$ cat src/rsw_pkg.sv
// Package of constants and carrier types for the reset and sleep/wake sequencer
package rsw_pkg;

    // ************************************************************
    // Register bus offsets (byte addresses, one word each)
    // ************************************************************
    localparam logic [7:0] RSW_ADDR_STATUS      = 8'h00; // Status register
    localparam logic [7:0] RSW_ADDR_RAMSEL      = 8'h04; // RAM select register
    localparam logic [7:0] RSW_ADDR_CONTROL     = 8'h08; // Control options register
    localparam logic [7:0] RSW_ADDR_P6WAKE      = 8'h0C; // Port6 wake disable register
    localparam logic [7:0] RSW_ADDR_SLPWDT      = 8'h10; // Sleep/watchdog control register
    localparam logic [7:0] RSW_ADDR_INTFLAG     = 8'h14; // Interrupt flag register
    localparam logic [7:0] RSW_ADDR_INTMASK     = 8'h18; // Interrupt mask register
    localparam logic [7:0] RSW_ADDR_CMD         = 8'h1C; // Command: sleep op, watchdog clear
    localparam logic [7:0] RSW_ADDR_STATE       = 8'h20; // Sequencer state and program counter bits 10:8

    // ************************************************************
    // Field positions
    // ************************************************************
    localparam int RSW_ST_TIMEOUT   = 4;  // Status: timeout flag
    localparam int RSW_ST_PWRDN     = 3;  // Status: power-down flag
    localparam int RSW_SW_WDTE      = 5;  // Sleep/watchdog: watchdog enable
    localparam int RSW_SW_OSCRUN    = 4;  // Sleep/watchdog: oscillator run bit
    localparam int RSW_CMD_SLEEP    = 0;  // Command: enter sleep op
    localparam int RSW_CMD_WDCLR    = 1;  // Command: watchdog clear

    // ************************************************************
    // Reset values and masks
    // ************************************************************
    localparam logic [7:0] RSW_STATUS_POR_MASK = 8'h9F; // Keeps all but bits 5..6
    localparam logic [7:0] RSW_RAMSEL_POR_MASK = 8'h3F; // Keeps all but upper 2 bits
    localparam logic [7:0] RSW_CONTROL_RST     = 8'hBF; // All ones but bit 6
    localparam logic [7:0] RSW_P6WAKE_RST      = 8'hFF; // All wake disabled
    localparam logic [7:0] RSW_SLPWDT_CLR_MASK = 8'hB7; // Clears bits 3 and 6
    localparam logic [7:0] RSW_SLPWDT_SET_MASK = 8'h31; // Sets bits 0, 4, 5
    localparam logic [7:0] RSW_INT_CLR_MASK    = 8'hF6; // Clears bits 0 and 3
    localparam logic [10:0] RSW_PC_RST         = 11'h7FF; // Program counter all ones
    localparam logic [7:0] RSW_STATUS_POR      = 8'h18; // Status after power-on, both cause flags set

    // ************************************************************
    // Timing: start-up hold and watchdog tick
    // ************************************************************
    localparam int RSW_CLK_MHZ        = 200;  // Core clock rate
    localparam int RSW_OST_MS         = 18;   // Start-up hold time
    localparam int RSW_RC_TICK_NS     = 1000; // Watchdog RC tick period
    localparam int RSW_RC_DIV         = (RSW_RC_TICK_NS * RSW_CLK_MHZ) / 1000; // Clocks per RC tick
    localparam int RSW_OST_TICKS      = (RSW_OST_MS * 1000000) / RSW_RC_TICK_NS; // RC ticks per hold

    // ************************************************************
    // States
    // ************************************************************
    typedef enum logic [2:0] {
        RSW_S_HOLD   = 3'b000, // Core held in reset
        RSW_S_RUN    = 3'b001, // Normal execution
        RSW_S_HALT_UNTIL_RESET_MODE = 3'b010, // Halt until reset mode
        RSW_S_OSCILLATOR_STOP_RESUME_MODE = 3'b011, // Oscillator stop, resume mode
        RSW_S_OST    = 3'b100  // Start-up delay after pin wake
    } rsw_state_t;

    // Register file carrier
    typedef struct packed {
        logic [7:0] status;   // Status register
        logic [7:0] ramsel;   // RAM select register
        logic [7:0] control;  // Control options register
        logic [7:0] p6wake;   // Port6 wake disable register
        logic [7:0] slpwdt;   // Sleep/watchdog control register
        logic [7:0] intflag;  // Interrupt flag register
        logic [7:0] intmask;  // Interrupt mask register
    } rsw_regs_t;

    // Wishbone request carrier
    typedef struct packed {
        logic       cyc;  // Cycle
        logic       stb;  // Strobe
        logic       we;   // Write enable
        logic [3:0] sel;  // Byte selects
        logic [7:0] adr;  // Byte address
        logic [31:0] dat; // Write data
    } rsw_wb_req_t;

endpackage : rsw_pkg

$ cat src/rsw_tick_counter.sv
// Divider and counter timing the hold from the watchdog RC tick
`timescale 1ns/1ps
module rsw_tick_counter
    import rsw_pkg::*;
#(
    parameter int DIV   = RSW_RC_DIV,    // Clocks per RC tick
    parameter int TICKS = RSW_OST_TICKS  // RC ticks per hold period
)(
    input  wire logic clk_i,    // Core clock
    input  wire logic rst_i,    // Synchronous reset
    input  wire logic clear_i,  // Restart the count
    output logic      tick_o,   // One RC tick pulse
    output logic      done_o    // Hold count reached (level)
);
    // ************************************************************
    // State
    // ************************************************************
    typedef struct packed {
        logic [15:0] div;  // Clock divider
        logic [31:0] cnt;  // Tick count
        logic        tick; // Tick pulse
        logic        done; // Count complete
    } rsw_tc_t;

    rsw_tc_t st_reg;   // Registered state
    rsw_tc_t st_next;  // Next state

    // Divider runs free, like the RC oscillator; counter restarts on clear
    always_comb
    begin
        st_next      = st_reg;
        st_next.tick = 1'b0;
        if (st_reg.div >= 16'(DIV - 1))
        begin
            st_next.div  = 16'h0000;
            st_next.tick = 1'b1;
        end
        else
        begin
            st_next.div = st_reg.div + 16'h0001;
        end
        if (clear_i)
        begin
            st_next.cnt  = 32'h0000_0000;
            st_next.done = 1'b0;
        end
        else if (st_reg.tick && !st_reg.done)
        begin
            st_next.cnt = st_reg.cnt + 32'h0000_0001;
            // Done only once the full hold has elapsed
            if (st_reg.cnt >= 32'(TICKS - 1))
                st_next.done = 1'b1;
        end
    end

    // State register
    always_ff @(posedge clk_i)
    begin
        if (rst_i)
            st_reg <= '0;
        else
            st_reg <= st_next;
    end

    assign tick_o = st_reg.tick;
    assign done_o = st_reg.done;
endmodule : rsw_tick_counter

$ cat src/rsw_watchdog.sv
// Watchdog counter with shared prescaler, timed by the RC tick
`timescale 1ns/1ps
module rsw_watchdog
    import rsw_pkg::*;
#(
    parameter int TIMEOUT = RSW_OST_TICKS  // Ticks per unscaled timeout
)(
    input  wire logic       clk_i,     // Core clock
    input  wire logic       rst_i,     // Synchronous reset
    input  wire logic       clear_i,   // Clear counter and prescaler
    input  wire logic       enable_i,  // Watchdog enabled
    input  wire logic       tick_i,    // RC tick
    input  wire logic [2:0] ratio_i,   // Prescale select, 0 means 1:1
    input  wire logic       psa_i,     // Prescaler assigned to watchdog
    output logic            timeout_o  // Timeout pulse
);
    // ************************************************************
    // State
    // ************************************************************
    typedef struct packed {
        logic [7:0]  pre;  // Shared prescaler
        logic [31:0] cnt;  // Watchdog count
        logic        to;   // Timeout pulse
    } rsw_wd_t;

    rsw_wd_t st_reg;   // Registered state
    rsw_wd_t st_next;  // Next state
    logic    step;     // Watchdog advance

    // Prescaler divides ticks by 2^ratio when assigned
    always_comb
    begin
        st_next    = st_reg;
        st_next.to = 1'b0;
        step       = 1'b0;
        if (clear_i || !enable_i)
        begin
            st_next.pre = 8'h00;
            st_next.cnt = 32'h0000_0000;
        end
        else if (tick_i)
        begin
            st_next.pre = st_reg.pre + 8'h01;
            // Unscaled when not assigned or ratio 1:1
            step = !psa_i || (ratio_i == 3'h0) ||
                   ((st_reg.pre & ((8'h01 << ratio_i) - 8'h01)) == ((8'h01 << ratio_i) - 8'h01));
            if (step)
            begin
                if (st_reg.cnt >= 32'(TIMEOUT - 1))
                begin
                    st_next.cnt = 32'h0000_0000;
                    st_next.to  = 1'b1;
                end
                else
                begin
                    st_next.cnt = st_reg.cnt + 32'h0000_0001;
                end
            end
        end
    end

    // State register
    always_ff @(posedge clk_i)
    begin
        if (rst_i)
            st_reg <= '0;
        else
            st_reg <= st_next;
    end

    assign timeout_o = st_reg.to;
endmodule : rsw_watchdog

$ cat src/rsw_sequencer.sv
// Reset and sleep/wake sequencer top: reset sources, hold, sleep modes, registers
`timescale 1ns/1ps
module rsw_sequencer
    import rsw_pkg::*;
#(
    parameter int PORT_W   = 8,              // Port6 wake pins
    parameter int IO_W     = 24,             // Total port pins
    parameter int RC_DIV   = RSW_RC_DIV,     // Clocks per RC tick
    parameter int OST_TICK = RSW_OST_TICKS   // RC ticks per hold
)(
    input  wire logic              clk_i,          // Core clock
    input  wire logic              rst_i,          // Power-on reset
    input  wire logic              reset_n_i,      // External reset pin, active low
    input  wire logic              wd_fuse_i,      // Watchdog option fuse
    input  wire logic [PORT_W-1:0] wake_pin_i,     // Port6 pin levels
    input  wire logic              wb_cyc_i,       // Wishbone cycle
    input  wire logic              wb_stb_i,       // Wishbone strobe
    input  wire logic              wb_we_i,        // Wishbone write
    input  wire logic [3:0]        wb_sel_i,       // Wishbone byte selects
    input  wire logic [7:0]        wb_adr_i,       // Wishbone byte address
    input  wire logic [31:0]       wb_dat_i,       // Wishbone write data
    output logic [31:0]            wb_dat_o,       // Wishbone read data
    output logic                   wb_ack_o,       // Wishbone acknowledge
    output logic                   core_reset_o,   // Core held in reset
    output logic                   osc_run_o,      // Main oscillator enable
    output logic [10:0]            pc_o,           // Program counter load value
    output logic                   pc_load_o,      // Load pulse for program counter
    output logic [IO_W-1:0]        io_dir_in_o     // Port pin direction, 1 is input
);
    // ************************************************************
    // State
    // ************************************************************
    typedef struct packed {
        rsw_state_t      fsm;     // Sequencer state
        rsw_regs_t       regs;    // Register file
        logic [31:0]     rdat;    // Read data
        logic            ack;     // Bus acknowledge
        logic            creset;  // Core reset out
        logic            osc;     // Oscillator enable
        logic [10:0]     pc;      // Program counter value
        logic            pcld;    // Program counter load pulse
        logic [IO_W-1:0] dir;     // Port directions
        logic            hclr;    // Hold counter clear
        logic            wclr;    // Watchdog clear
    } rsw_top_t;

    rsw_top_t    st_reg;    // Registered state
    rsw_top_t    st_next;   // Next state
    rsw_wb_req_t req;       // Bundled bus request
    logic        tick;      // RC tick
    logic        hold_done; // Hold period over
    logic        wd_to;     // Watchdog timeout pulse
    logic        wd_en;     // Watchdog effective enable
    logic        pin_rst;   // External pin reset
    logic        wake_hit;  // Enabled wake pin low
    logic        wr_hit;    // Bus write taken
    logic [7:0]  wbyte;     // Low write byte

    assign req = '{cyc: wb_cyc_i, stb: wb_stb_i, we: wb_we_i, sel: wb_sel_i,
                   adr: wb_adr_i, dat: wb_dat_i};

    // ************************************************************
    // Timers
    // ************************************************************
    // RC-tick hold timer
    rsw_tick_counter #(
        .DIV   (RC_DIV),
        .TICKS (OST_TICK)
    ) u_hold (
        .clk_i   (clk_i),
        .rst_i   (rst_i),
        .clear_i (st_reg.hclr),
        .tick_o  (tick),
        .done_o  (hold_done)
    );

    // Fuse 1 keeps the watchdog off whatever the enable bit says
    assign wd_en = !wd_fuse_i && st_reg.regs.slpwdt[RSW_SW_WDTE];

    rsw_watchdog #(
        .TIMEOUT (OST_TICK)
    ) u_wdt (
        .clk_i     (clk_i),
        .rst_i     (rst_i),
        .clear_i   (st_reg.wclr),
        .enable_i  (wd_en),
        .tick_i    (tick),
        .ratio_i   (st_reg.regs.control[2:0]),
        .psa_i     (st_reg.regs.control[3]),
        .timeout_o (wd_to)
    );

    assign pin_rst = !reset_n_i;
    // a zero bit enables its pin
    assign wake_hit = |(~st_reg.regs.p6wake & ~wake_pin_i);

    // Decode a byte address to a register read value
    function automatic logic [7:0] rsw_read(input rsw_regs_t r, input logic [7:0] a,
                                            input rsw_state_t f, input logic [10:0] pc);
        logic [7:0] v;
        v = 8'h00;
        if (a == RSW_ADDR_STATUS)       v = r.status;
        else if (a == RSW_ADDR_RAMSEL)  v = r.ramsel;
        else if (a == RSW_ADDR_CONTROL) v = r.control;
        else if (a == RSW_ADDR_P6WAKE)  v = r.p6wake;
        else if (a == RSW_ADDR_SLPWDT)  v = r.slpwdt;
        else if (a == RSW_ADDR_INTFLAG) v = r.intflag;
        else if (a == RSW_ADDR_INTMASK) v = r.intmask;
        else if (a == RSW_ADDR_STATE)   v = {f, 2'b00, pc[10:8]};
        return v;
    endfunction : rsw_read

    // Apply the register reset values common to every reset kind
    function automatic rsw_regs_t rsw_reset_regs(input rsw_regs_t r, input logic por,
                                                 input logic to, input logic pd);
        rsw_regs_t n;
        n = r;
        // Power-on path only; pin and watchdog resets pass por low
        if (por)
        begin
            n.status = r.status & RSW_STATUS_POR_MASK;
            n.ramsel = r.ramsel & RSW_RAMSEL_POR_MASK;
        end
        n.status[RSW_ST_TIMEOUT] = to;
        n.status[RSW_ST_PWRDN]   = pd;
        // control all ones but bit 6
        n.control = RSW_CONTROL_RST;
        n.p6wake = RSW_P6WAKE_RST;
        n.slpwdt = (r.slpwdt & RSW_SLPWDT_CLR_MASK) | RSW_SLPWDT_SET_MASK;
        n.intflag = r.intflag & RSW_INT_CLR_MASK;
        n.intmask = r.intmask & RSW_INT_CLR_MASK;
        return n;
    endfunction : rsw_reset_regs

    assign wr_hit = req.cyc && req.stb && req.we && !st_reg.ack && req.sel[0];
    assign wbyte  = req.dat[7:0];

    // ************************************************************
    // Sequencer and register file
    // ************************************************************
    always_comb
    begin
        st_next      = st_reg;
        st_next.pcld = 1'b0;
        st_next.hclr = 1'b0;
        st_next.wclr = 1'b0;
        // Bus: one wait state, ack drops the cycle after
        st_next.ack  = req.cyc && req.stb && !st_reg.ack;
        st_next.rdat = {24'h000000, rsw_read(st_reg.regs, req.adr, st_reg.fsm, st_reg.pc)};
        if (wr_hit && st_reg.fsm == RSW_S_RUN)
        begin
            if (req.adr == RSW_ADDR_STATUS)       st_next.regs.status  = wbyte;
            else if (req.adr == RSW_ADDR_RAMSEL)  st_next.regs.ramsel  = wbyte;
            else if (req.adr == RSW_ADDR_CONTROL) st_next.regs.control = wbyte;
            else if (req.adr == RSW_ADDR_P6WAKE)  st_next.regs.p6wake  = wbyte;
            else if (req.adr == RSW_ADDR_SLPWDT)
            begin
                st_next.regs.slpwdt = wbyte;
                if (!wbyte[RSW_SW_OSCRUN])
                begin
                    st_next.fsm = RSW_S_OSCILLATOR_STOP_RESUME_MODE;
                    st_next.osc = 1'b0;
                end
            end
            else if (req.adr == RSW_ADDR_INTFLAG) st_next.regs.intflag = wbyte;
            else if (req.adr == RSW_ADDR_INTMASK) st_next.regs.intmask = wbyte;
            else if (req.adr == RSW_ADDR_CMD)
            begin
                // sleep op clears watchdog, keeps it counting
                if (wbyte[RSW_CMD_SLEEP])
                begin
                    st_next.wclr = 1'b1;
                    st_next.regs.status[RSW_ST_PWRDN]   = 1'b0;
                    st_next.regs.status[RSW_ST_TIMEOUT] = 1'b1;
                    st_next.fsm = RSW_S_HALT_UNTIL_RESET_MODE;
                end
                else if (wbyte[RSW_CMD_WDCLR])
                    st_next.wclr = 1'b1;
            end
        end
        case (st_reg.fsm)
            RSW_S_HOLD:
            begin
                // stay in reset until the hold expires
                if (pin_rst)
                    st_next.hclr = 1'b1;
                else if (hold_done && !st_reg.hclr)
                begin
                    st_next.fsm    = RSW_S_RUN;
                    st_next.creset = 1'b0;
                end
            end
            RSW_S_OSCILLATOR_STOP_RESUME_MODE:
            begin
                // enabled wake pin low starts restart
                if (wake_hit && !pin_rst && !wd_to)
                begin
                    st_next.osc  = 1'b1;
                    st_next.hclr = 1'b1;
                    st_next.fsm  = RSW_S_OST;
                    // Hardware sets the run bit on wake
                    st_next.regs.slpwdt[RSW_SW_OSCRUN] = 1'b1;
                    st_next.regs.slpwdt[RSW_SW_WDTE] = 1'b1;
                end
            end
            RSW_S_OST:
            begin
                if (hold_done && !st_reg.hclr)
                    st_next.fsm = RSW_S_RUN;
            end
            default:
            begin
            end
        endcase
        // any reset source restarts the hold
        // sleep mode one leaves only this way
        // mode two resets on watchdog or pin
        if (pin_rst || wd_to)
        begin
            st_next.fsm    = RSW_S_HOLD;
            st_next.creset = 1'b1;
            st_next.hclr   = 1'b1;
            st_next.wclr   = 1'b1;
            st_next.osc    = 1'b1;
            st_next.pc     = RSW_PC_RST;
            st_next.pcld   = 1'b1;
            st_next.dir    = '1;
            st_next.regs   = rsw_reset_regs(st_reg.regs, 1'b0,
                                            !wd_to, !(st_reg.fsm == RSW_S_HALT_UNTIL_RESET_MODE || st_reg.fsm == RSW_S_OSCILLATOR_STOP_RESUME_MODE));
        end
    end

    // Power-on reset clears everything to constants, then holds
    always_ff @(posedge clk_i)
    begin
        if (rst_i)
        begin
            st_reg        <= '0;
            st_reg.fsm    <= RSW_S_HOLD;
            st_reg.creset <= 1'b1;
            st_reg.osc    <= 1'b1;
            st_reg.pc     <= RSW_PC_RST;
            st_reg.pcld   <= 1'b1;
            st_reg.dir    <= '1;
            st_reg.hclr   <= 1'b1;
            st_reg.wclr   <= 1'b1;
            // power-on clears status 6:5, ramsel 7:6
            st_reg.regs   <= '{status: RSW_STATUS_POR, ramsel: 8'h00, control: RSW_CONTROL_RST,
                               p6wake: RSW_P6WAKE_RST, slpwdt: RSW_SLPWDT_SET_MASK,
                               intflag: 8'h00, intmask: 8'h00};
        end
        else
            st_reg <= st_next;
    end

    // Outputs straight from flops
    assign wb_dat_o     = st_reg.rdat;
    assign wb_ack_o     = st_reg.ack;
    assign core_reset_o = st_reg.creset;
    assign osc_run_o    = st_reg.osc;
    assign pc_o         = st_reg.pc;
    assign pc_load_o    = st_reg.pcld;
    assign io_dir_in_o  = st_reg.dir;
endmodule : rsw_sequencer

$ cat config.mk
export PLATFORM = sky130hd
export DESIGN_NAME = rsw_sequencer
export DESIGN_NICKNAME = d
export VERILOG_FILES = /design/src/rsw_pkg.sv /design/src/rsw_tick_counter.sv /design/src/rsw_watchdog.sv /design/src/rsw_sequencer.sv
export SDC_FILE = /design/constraint.sdc
export NUM_CORES = 1
export LEC_CHECK = 0
export ABC_AREA = 1
export BUFFER_PORTS_ARGS = -buffer_cell sky130_fd_sc_hd__buf_2
export CAP_MARGIN = 5
export CORE_ASPECT_RATIO = 0.7
export CORE_UTILIZATION = 50
export DETAILED_ROUTE_END_ITERATION = 6
export PLACE_DENSITY = 0.74
export SLEW_MARGIN = 20
export SYNTH_ARGS = -nofsm -noshare
export SYNTH_HDL_FRONTEND = slang
export SYNTH_HIERARCHICAL = 1
export SYNTH_SLANG_ARGS = --single-unit
$ cat constraint.sdc
create_clock -name clk_i -period 1.66 [get_ports clk_i]
set_input_delay 0.166 -clock clk_i [delete_from_list [all_inputs] [get_ports clk_i]]
set_output_delay 0.166 -clock clk_i [all_outputs]
set_load 0.01 [all_outputs]
==> impl_metrics.env, run 1 <==
export IMPL_cts_inserted_buffers=17
export IMPL_regToRegSetupSlack_ns=-0.15
export IMPL_syn_area_per_cell_sq_um=6.87
export IMPL_crit_required_ns=1.98
export IMPL_fp_dieArea_sq_um=18100
export IMPL_rsz0062_at_grt="true"
export IMPL_ios=130
export IMPL_worstSetupEndpointType="register"
export IMPL_outcome="complete, but fails checks"
export IMPL_place_ws_ns=-0.159
export IMPL_grtUsageMet2=0.344
export IMPL_power_w=0.00821
export IMPL_hold_depth=3
export IMPL_crit_path_start="st_reg[105]$_SDFFE_PP1P_"
export IMPL_yosysSeqAreaShare=0.372
export IMPL_cts_tree="built"
export IMPL_period_share=1.09
export IMPL_synth_area_sq_um=8780
export IMPL_ant_nets=0
export IMPL_maxSlewViolCount=0
export IMPL_die_y_um=113
export IMPL_finalCriticalPeriod_ns=1.81
export IMPL_finalHoldViolCount=0
export IMPL_synth_top_cell_area_share=0.372
export IMPL_clkLatencyLatePin_ns=0.44
export IMPL_clock_path_buffers=2
export IMPL_finalSetupViolations=33
export IMPL_r2r_start="st_reg[105]$_SDFFE_PP1P_"
export IMPL_path_max_fanout=6
export IMPL_timing_fmax_mhz=553
export IMPL_yosys_top_cells_area="dfxtp_1, nand2_1, nor2_1"
export IMPL_max_cap_violations=0
export IMPL_num_antenna_cells=0
export IMPL_start_kind="register"
export IMPL_clockRootBuffer="clkbuf_16"
export IMPL_die_x_um=160
export IMPL_yosys_area_top_type="dfxtp_1"
export IMPL_synth_edf_count=0
export IMPL_hpwlAfterDp_mm=15.3
export IMPL_dpl_cell_count=1566
export IMPL_layout_nets=1434
export IMPL_synth_cells=1278
export IMPL_power_leakage_nw=4.46
export IMPL_start_util=0.511
export IMPL_rr_worst_depth=13
export IMPL_antenna_found_initial=0
export IMPL_largest_reg_flops=60
export IMPL_cts_sinks=163
export IMPL_grt_met1_usage=0.351
export IMPL_synth_flop_cell="dfxtp_1"
export IMPL_globalplace_congestion=0.877
export IMPL_slew_headroom=0.599
export IMPL_vias_per_cell=4.95
export IMPL_core_area_sq_um=17200
export IMPL_grt_overflow=0
export IMPL_grt_busiest_layer="met1"
export IMPL_hp_class="primary input to register"
export IMPL_port_buffers=43
export IMPL_fin_ws_ns=-0.149
export IMPL_path_class="register to register"
export IMPL_grt_pass1_wl_mm=34.5
export IMPL_grtUsageMet3=0.0587
export IMPL_clk_pin_slew_ns=0.07
export IMPL_syn_to_final_growth_pct=15.1
export IMPL_ys_seq_elements=163
export IMPL_synthTopCellsByCount="nand2_1, nor2_1, inv_1"
export IMPL_violations="negative setup slack"
export IMPL_peakVddDrop_v=0.000737
export IMPL_hold_start="wb_dat_i[3]"
export IMPL_drtIter0Drc=878
export IMPL_async_reset_ff_frac=0
export IMPL_crit_arrival_ns=2.13
export IMPL_wl_mm=21.2
export IMPL_min_to="st_reg[76]$_SDFFE_PP0P_"
export IMPL_layout_drive_gt1_share=0.187
export IMPL_drt_pass1_iter_count=5
export IMPL_post_route_drc_count=0
export IMPL_p_per_area_nw_per_um2=813
export IMPL_placementRows=40
export IMPL_grt_max_degree=37
export IMPL_yosys_warnings=6
export IMPL_cts_htree_levels=4
export IMPL_vias=7982
export IMPL_worstMarginPinSlew_ns=0.601
export IMPL_gr_usage_all_layers=0.240
export IMPL_first_global_vias=6984
export IMPL_yosys_cell_types_count=40
export IMPL_instances_no_fill=1614
export IMPL_r2r_end="u_wdt/st_reg[10]$_SDFFE_PP0P_"
export IMPL_synth_most_common_cell="nand2_1"
export IMPL_fin_skew_ns=0.00793
export IMPL_wl_per_cell_um=13.2
## metrics by stage
| stage | setup TNS, ns | utilization | cell area, sq um | hold WS, ns |
|---|---|---|---|---|
| after floorplan | -1.45 | - | 9020 | 0.235 |
| after global placement | -2.93 | 0.535 | 9190 | 0.426 |
| after detailed placement | -3.52 | 0.535 | 9190 | 0.430 |
| after CTS | -3.83 | 0.578 | 9920 | 0.0303 |
| after global routing | -8.39 | 0.589 | 10100 | 0.0498 |
| final | -3.98 | 0.589 | 10100 | 0.0471 |
## layout make-up
cell class	instances	area, sq um
Multi-Input combinational cell	913	4580
Timing Repair Buffer	98	694
Inverter	176	673
Tap cell	231	289
Clock buffer	17	425
Sequential cell	163	3270
Clock inverter	15	160
Timing Repair inverter	1	6.26
Fill cell	1618	7060
## how the worst max path moves through the flow
stage,to,slack [ns],cells after the start
after floorplan,u_wdt/st_reg[14]$_SDFFE_PP0P_,-0.09,13
after global placement,u_wdt/st_reg[30]$_SDFFE_PP0P_,-0.14,12
after detailed placement,u_wdt/st_reg[26]$_SDFFE_PP0P_,-0.16,13
after CTS,u_wdt/st_reg[2]$_SDFFE_PP0P_,-0.14,13
after global routing,u_wdt/st_reg[2]$_SDFFE_PP0P_,-0.30,14
final,u_wdt/st_reg[10]$_SDFFE_PP0P_,-0.15,13
## layout by cell type, fill, tap and decap left out, types with 4 or more instances in the layout
master / Yosys / layout
nor2_1: 173 / 165
o211ai_1: 11 / 11
nor2_4: 13 / 15
o21a_1: 4 / 4
dfxtp_1: 163 / 158
nand3_2: 4 / 6
xor2_1: 15 / 15
a21oi_2: 12 / 14
buf_12: 1 / 4
nand3_1: 100 / 98
a21oi_1: 65 / 63
conb_1: 3 / 67
nor3_1: 31 / 25
inv_8: 0 / 7
clkbuf_16: 0 / 17
nor2_2: 10 / 16
dfxtp_2: 0 / 4
nand2_4: 5 / 7
nand2_1: 278 / 265
buf_4: 71 / 46
nand2_2: 23 / 36
o21ai_0: 37 / 35
inv_1: 164 / 162
nor3_2: 1 / 6
inv_2: 10 / 11
o21ai_1: 16 / 18
buf_2: 6 / 43
nand4_1: 20 / 20
xnor2_1: 4 / 4
## layer usage
metal | vias to the layer above | part of all wire
met1 | 3600 | 0.49
met4 | 0 | 0.012
met3 | 22 | 0.079
li1 | 4095 | -
met5 | - | 0
met2 | 265 | 0.42
## logic make-up (layout without fill, tap and decap cells)
group,after synthesis,count (layout),share of synthesized area
fa+ha+maj,5,5,0.00713
flops,163,163,0.372
xor+xnor,19,19,0.0190
compound gates,151,151,0.0969
simple gates,668,671,0.350
other cells,3,67,0.00128
buf+inv,269,307,0.154
## power breakdown
group / switching [W] / total, W / internal (W) / leakage, nW
sequential: 0.0000107 / 0.00394 / 0.00393 / 1.32
clock: 0.00188 / 0.00389 / 0.00202 / 0.286
combinational: 0.000288 / 0.000380 / 0.0000923 / 2.85
## critical path: stages (launching register included)
cell     delay (ns)
dfxtp_4        0.37
nor2_4         0.11
nand2_2        0.08
ha_4           0.26
nor2_2         0.03
a21oi_1        0.11
nand3_1        0.09
nor2_2         0.10
nand2_2        0.07
nand2_4        0.09
buf_12         0.14
nand2_4        0.10
nand2_2        0.09
a21oi_2        0.04
## timing repair
action                                  CTS  global route
hold buffers                              2             0
gates resized for setup                  16            36
endpoints found under the setup margin   33            74
setup buffers                             3             7
pin swaps                                 0             6
gates cloned                              3             1
hold endpoints to repair                  1             0
Power figures use the tool's default switching activity.
==> run 2, diff against run 1 <==
--- a/config.mk
+++ b/config.mk
@@ -12,6 +12,7 @@
 export CORE_UTILIZATION = 50
 export DETAILED_ROUTE_END_ITERATION = 6
 export PLACE_DENSITY = 0.74
+export SKIP_CTS_REPAIR_TIMING = 1
 export SLEW_MARGIN = 20
 export SYNTH_ARGS = -nofsm -noshare
 export SYNTH_HDL_FRONTEND = slang
==> run 2 against run 1 <==
Against the previous run:
- the run ends with negative hold slack, negative setup slack left
- sequential power is essentially flat
- first-iteration DRC count decreased by 4.7%
- combinational power fell by 1%
- die area is the same
- critical path depth down 1
- clock power about the same
- clock-buffer cell count unchanged
- routed wire length down 0.38%
- via count shrank 0.50%
==> impl_metrics.env, run 2 (synthesis results as in run 1) <==
export IMPL_outcome="complete, but fails checks"
export IMPL_fp_dieArea_sq_um=18100
export IMPL_min_to="wb_ack_o$_SDFF_PP0_"
export IMPL_path_max_fanout=7
export IMPL_r2r_start="st_reg[106]$_SDFFE_PP1P_"
export IMPL_wl_mm=21.2
export IMPL_hpwlAfterDp_mm=15.3
export IMPL_crit_path_max_incr_delay_ns=0.36
export IMPL_globalplace_congestion=0.877
export IMPL_max_cap_violations=0
export IMPL_critPathTopFamily="simple AND/OR/NAND/NOR gates"
export IMPL_timing_fmax_mhz=544
export IMPL_power_leakage_nw=4.42
export IMPL_ios=130
export IMPL_cts_inserted_buffers=17
export IMPL_final_cell_mix="nand2_1, nor2_1, inv_1"
export IMPL_finalHoldViolCount=1
export IMPL_ant_nets=0
export IMPL_holdWs_ns=-0.0175
export IMPL_violations="negative hold slack, negative setup slack"
export IMPL_grt_overflow=0
export IMPL_wl_per_cell_um=13.1
export IMPL_vias=7942
export IMPL_peakVddDrop_v=0.000732
export IMPL_fin_skew_ns=0.00876
export IMPL_syn_to_final_growth_pct=14.4
export IMPL_slew_headroom=0.604
export IMPL_first_global_vias=6917
export IMPL_regToRegSetupSlack_ns=-0.18
export IMPL_largest_reg_flops=60
export IMPL_r2r_end="u_wdt/st_reg[11]$_SDFFE_PP0P_"
export IMPL_layout_commonest_cell="nand2_1"
export IMPL_path_cells="nor2_4 -> nand2_2 -> ha_4 -> nor2_2 -> a21oi_1 -> nand3_1 -> nor2_2 -> nand2_2 -> nand2_8 -> buf_8 -> nand3_1 -> a21oi_2"
export IMPL_die_y_um=113
export IMPL_tns_ns=-4.47
export IMPL_hold_depth=3
export IMPL_cts_htree_levels=4
export IMPL_grt_pass1_wl_mm=33.9
export IMPL_cts_tree="built"
export IMPL_die_x_um=160
export IMPL_crit_arrival_ns=2.21
export IMPL_vias_per_cell=4.94
export IMPL_core_area_sq_um=17200
export IMPL_layout_drive_gt1_share=0.179
export IMPL_drt_pass1_iter_count=5
export IMPL_grt_max_degree=37
export IMPL_path_class="register to register"
export IMPL_start_kind="register"
export IMPL_critPathSlowestCell="dfxtp_4"
export IMPL_finalSetupViolations=33
export IMPL_crit_buf_inv=1
export IMPL_crit_required_ns=2.03
export IMPL_port_buffers=43
export IMPL_rr_worst_depth=12
export IMPL_fin_ws_ns=-0.180
export IMPL_antenna_found_initial=0
export IMPL_placementRows=40
export IMPL_clkLatencyLatePin_ns=0.43
export IMPL_period_share=1.11
export IMPL_cts_sinks=163
export IMPL_hp_class="primary input to register"
export IMPL_layout_nets=1429
export IMPL_worstMarginPinSlew_ns=0.593
export IMPL_clockRootBuffer="clkbuf_16"
export IMPL_hold_start="wb_stb_i"
export IMPL_clk_pin_slew_ns=0.07
export IMPL_num_antenna_cells=0
export IMPL_clock_path_buffers=2
export IMPL_rsz0062_at_grt="true"
export IMPL_post_route_drc_count=0
export IMPL_start_util=0.511
export IMPL_nFillCells=1633
export IMPL_maxSlewViolCount=0
export IMPL_p_per_area_nw_per_um2=817
export IMPL_finalCriticalPeriod_ns=1.84
export IMPL_drtIter0Drc=837
export IMPL_place_ws_ns=-0.159
export IMPL_worstSetupEndpointType="register"
export IMPL_gr_usage_all_layers=0.236
-- run 2: stage by stage --
stage          power (W)  instances  cell area (sq um)   util
2_1_floorplan    0.00436       1342               9020      -
3_5_place_dp     0.00439       1566               9190  0.535
5_1_grt          0.00848       1609              10000  0.585
3_3_place_gp     0.00438       1566               9190  0.535
4_1_cts          0.00825       1598               9770  0.569
6_report         0.00820       1609              10000  0.585
-- run 2: how the worst max path moves through the flow --
stage | cells after the start | end | slack [ns] | startpoint
after floorplan | 13 | u_wdt/st_reg[14]$_SDFFE_PP0P_ | -0.09 | st_reg[105]$_SDFFE_PP1P_
after global placement | 12 | u_wdt/st_reg[30]$_SDFFE_PP0P_ | -0.14 | st_reg[105]$_SDFFE_PP1P_
after detailed placement | 13 | u_wdt/st_reg[26]$_SDFFE_PP0P_ | -0.16 | st_reg[105]$_SDFFE_PP1P_
after CTS | 13 | u_wdt/st_reg[26]$_SDFFE_PP0P_ | -0.18 | st_reg[105]$_SDFFE_PP1P_
after global routing | 13 | u_wdt/st_reg[2]$_SDFFE_PP0P_ | -0.31 | st_reg[106]$_SDFFE_PP1P_
final | 12 | u_wdt/st_reg[11]$_SDFFE_PP0P_ | -0.18 | st_reg[106]$_SDFFE_PP1P_
-- run 2: power breakdown --
part	total [W]	leakage [nW]	internal, W	switching [W]
Clock	0.00389	0.286	0.00202	0.00187
Combinational	0.000376	2.81	0.0000888	0.000287
Sequential	0.00394	1.32	0.00393	0.0000101
-- run 2: cell type report --
cell class                 instances  area, sq um  share of cell area
timing repair buffer              95          662              0.0659
clock buffer                      17          425              0.0424
clock inverter                    15          160              0.0159
inverter                         176          673              0.0670
tap                              231          289              0.0288
sequential                       163         3270               0.326
multi-input combinational        912         4560               0.454
-- run 2: metal layers --
layer	up-vias	wire [um]	GRT usage	share of wire
li1	4078	-	-	-
met1	3584	10500	0.346	0.50
met2	260	8770	0.340	0.41
met3	20	1660	0.0557	0.078
met4	0	227	0.0692	0.011
met5	-	0	0	0
-- run 2: worst reg2reg max path, stage by stage (launching register included) --
cell and delay, ns:
dfxtp_4 0.36, nor2_4 0.12, nand2_2 0.08, ha_4 0.27, nor2_2 0.03, a21oi_1 0.11, nand3_1 0.10, nor2_2 0.12
nand2_2 0.09, nand2_8 0.15, buf_8 0.15, nand3_1 0.09, a21oi_2 0.12
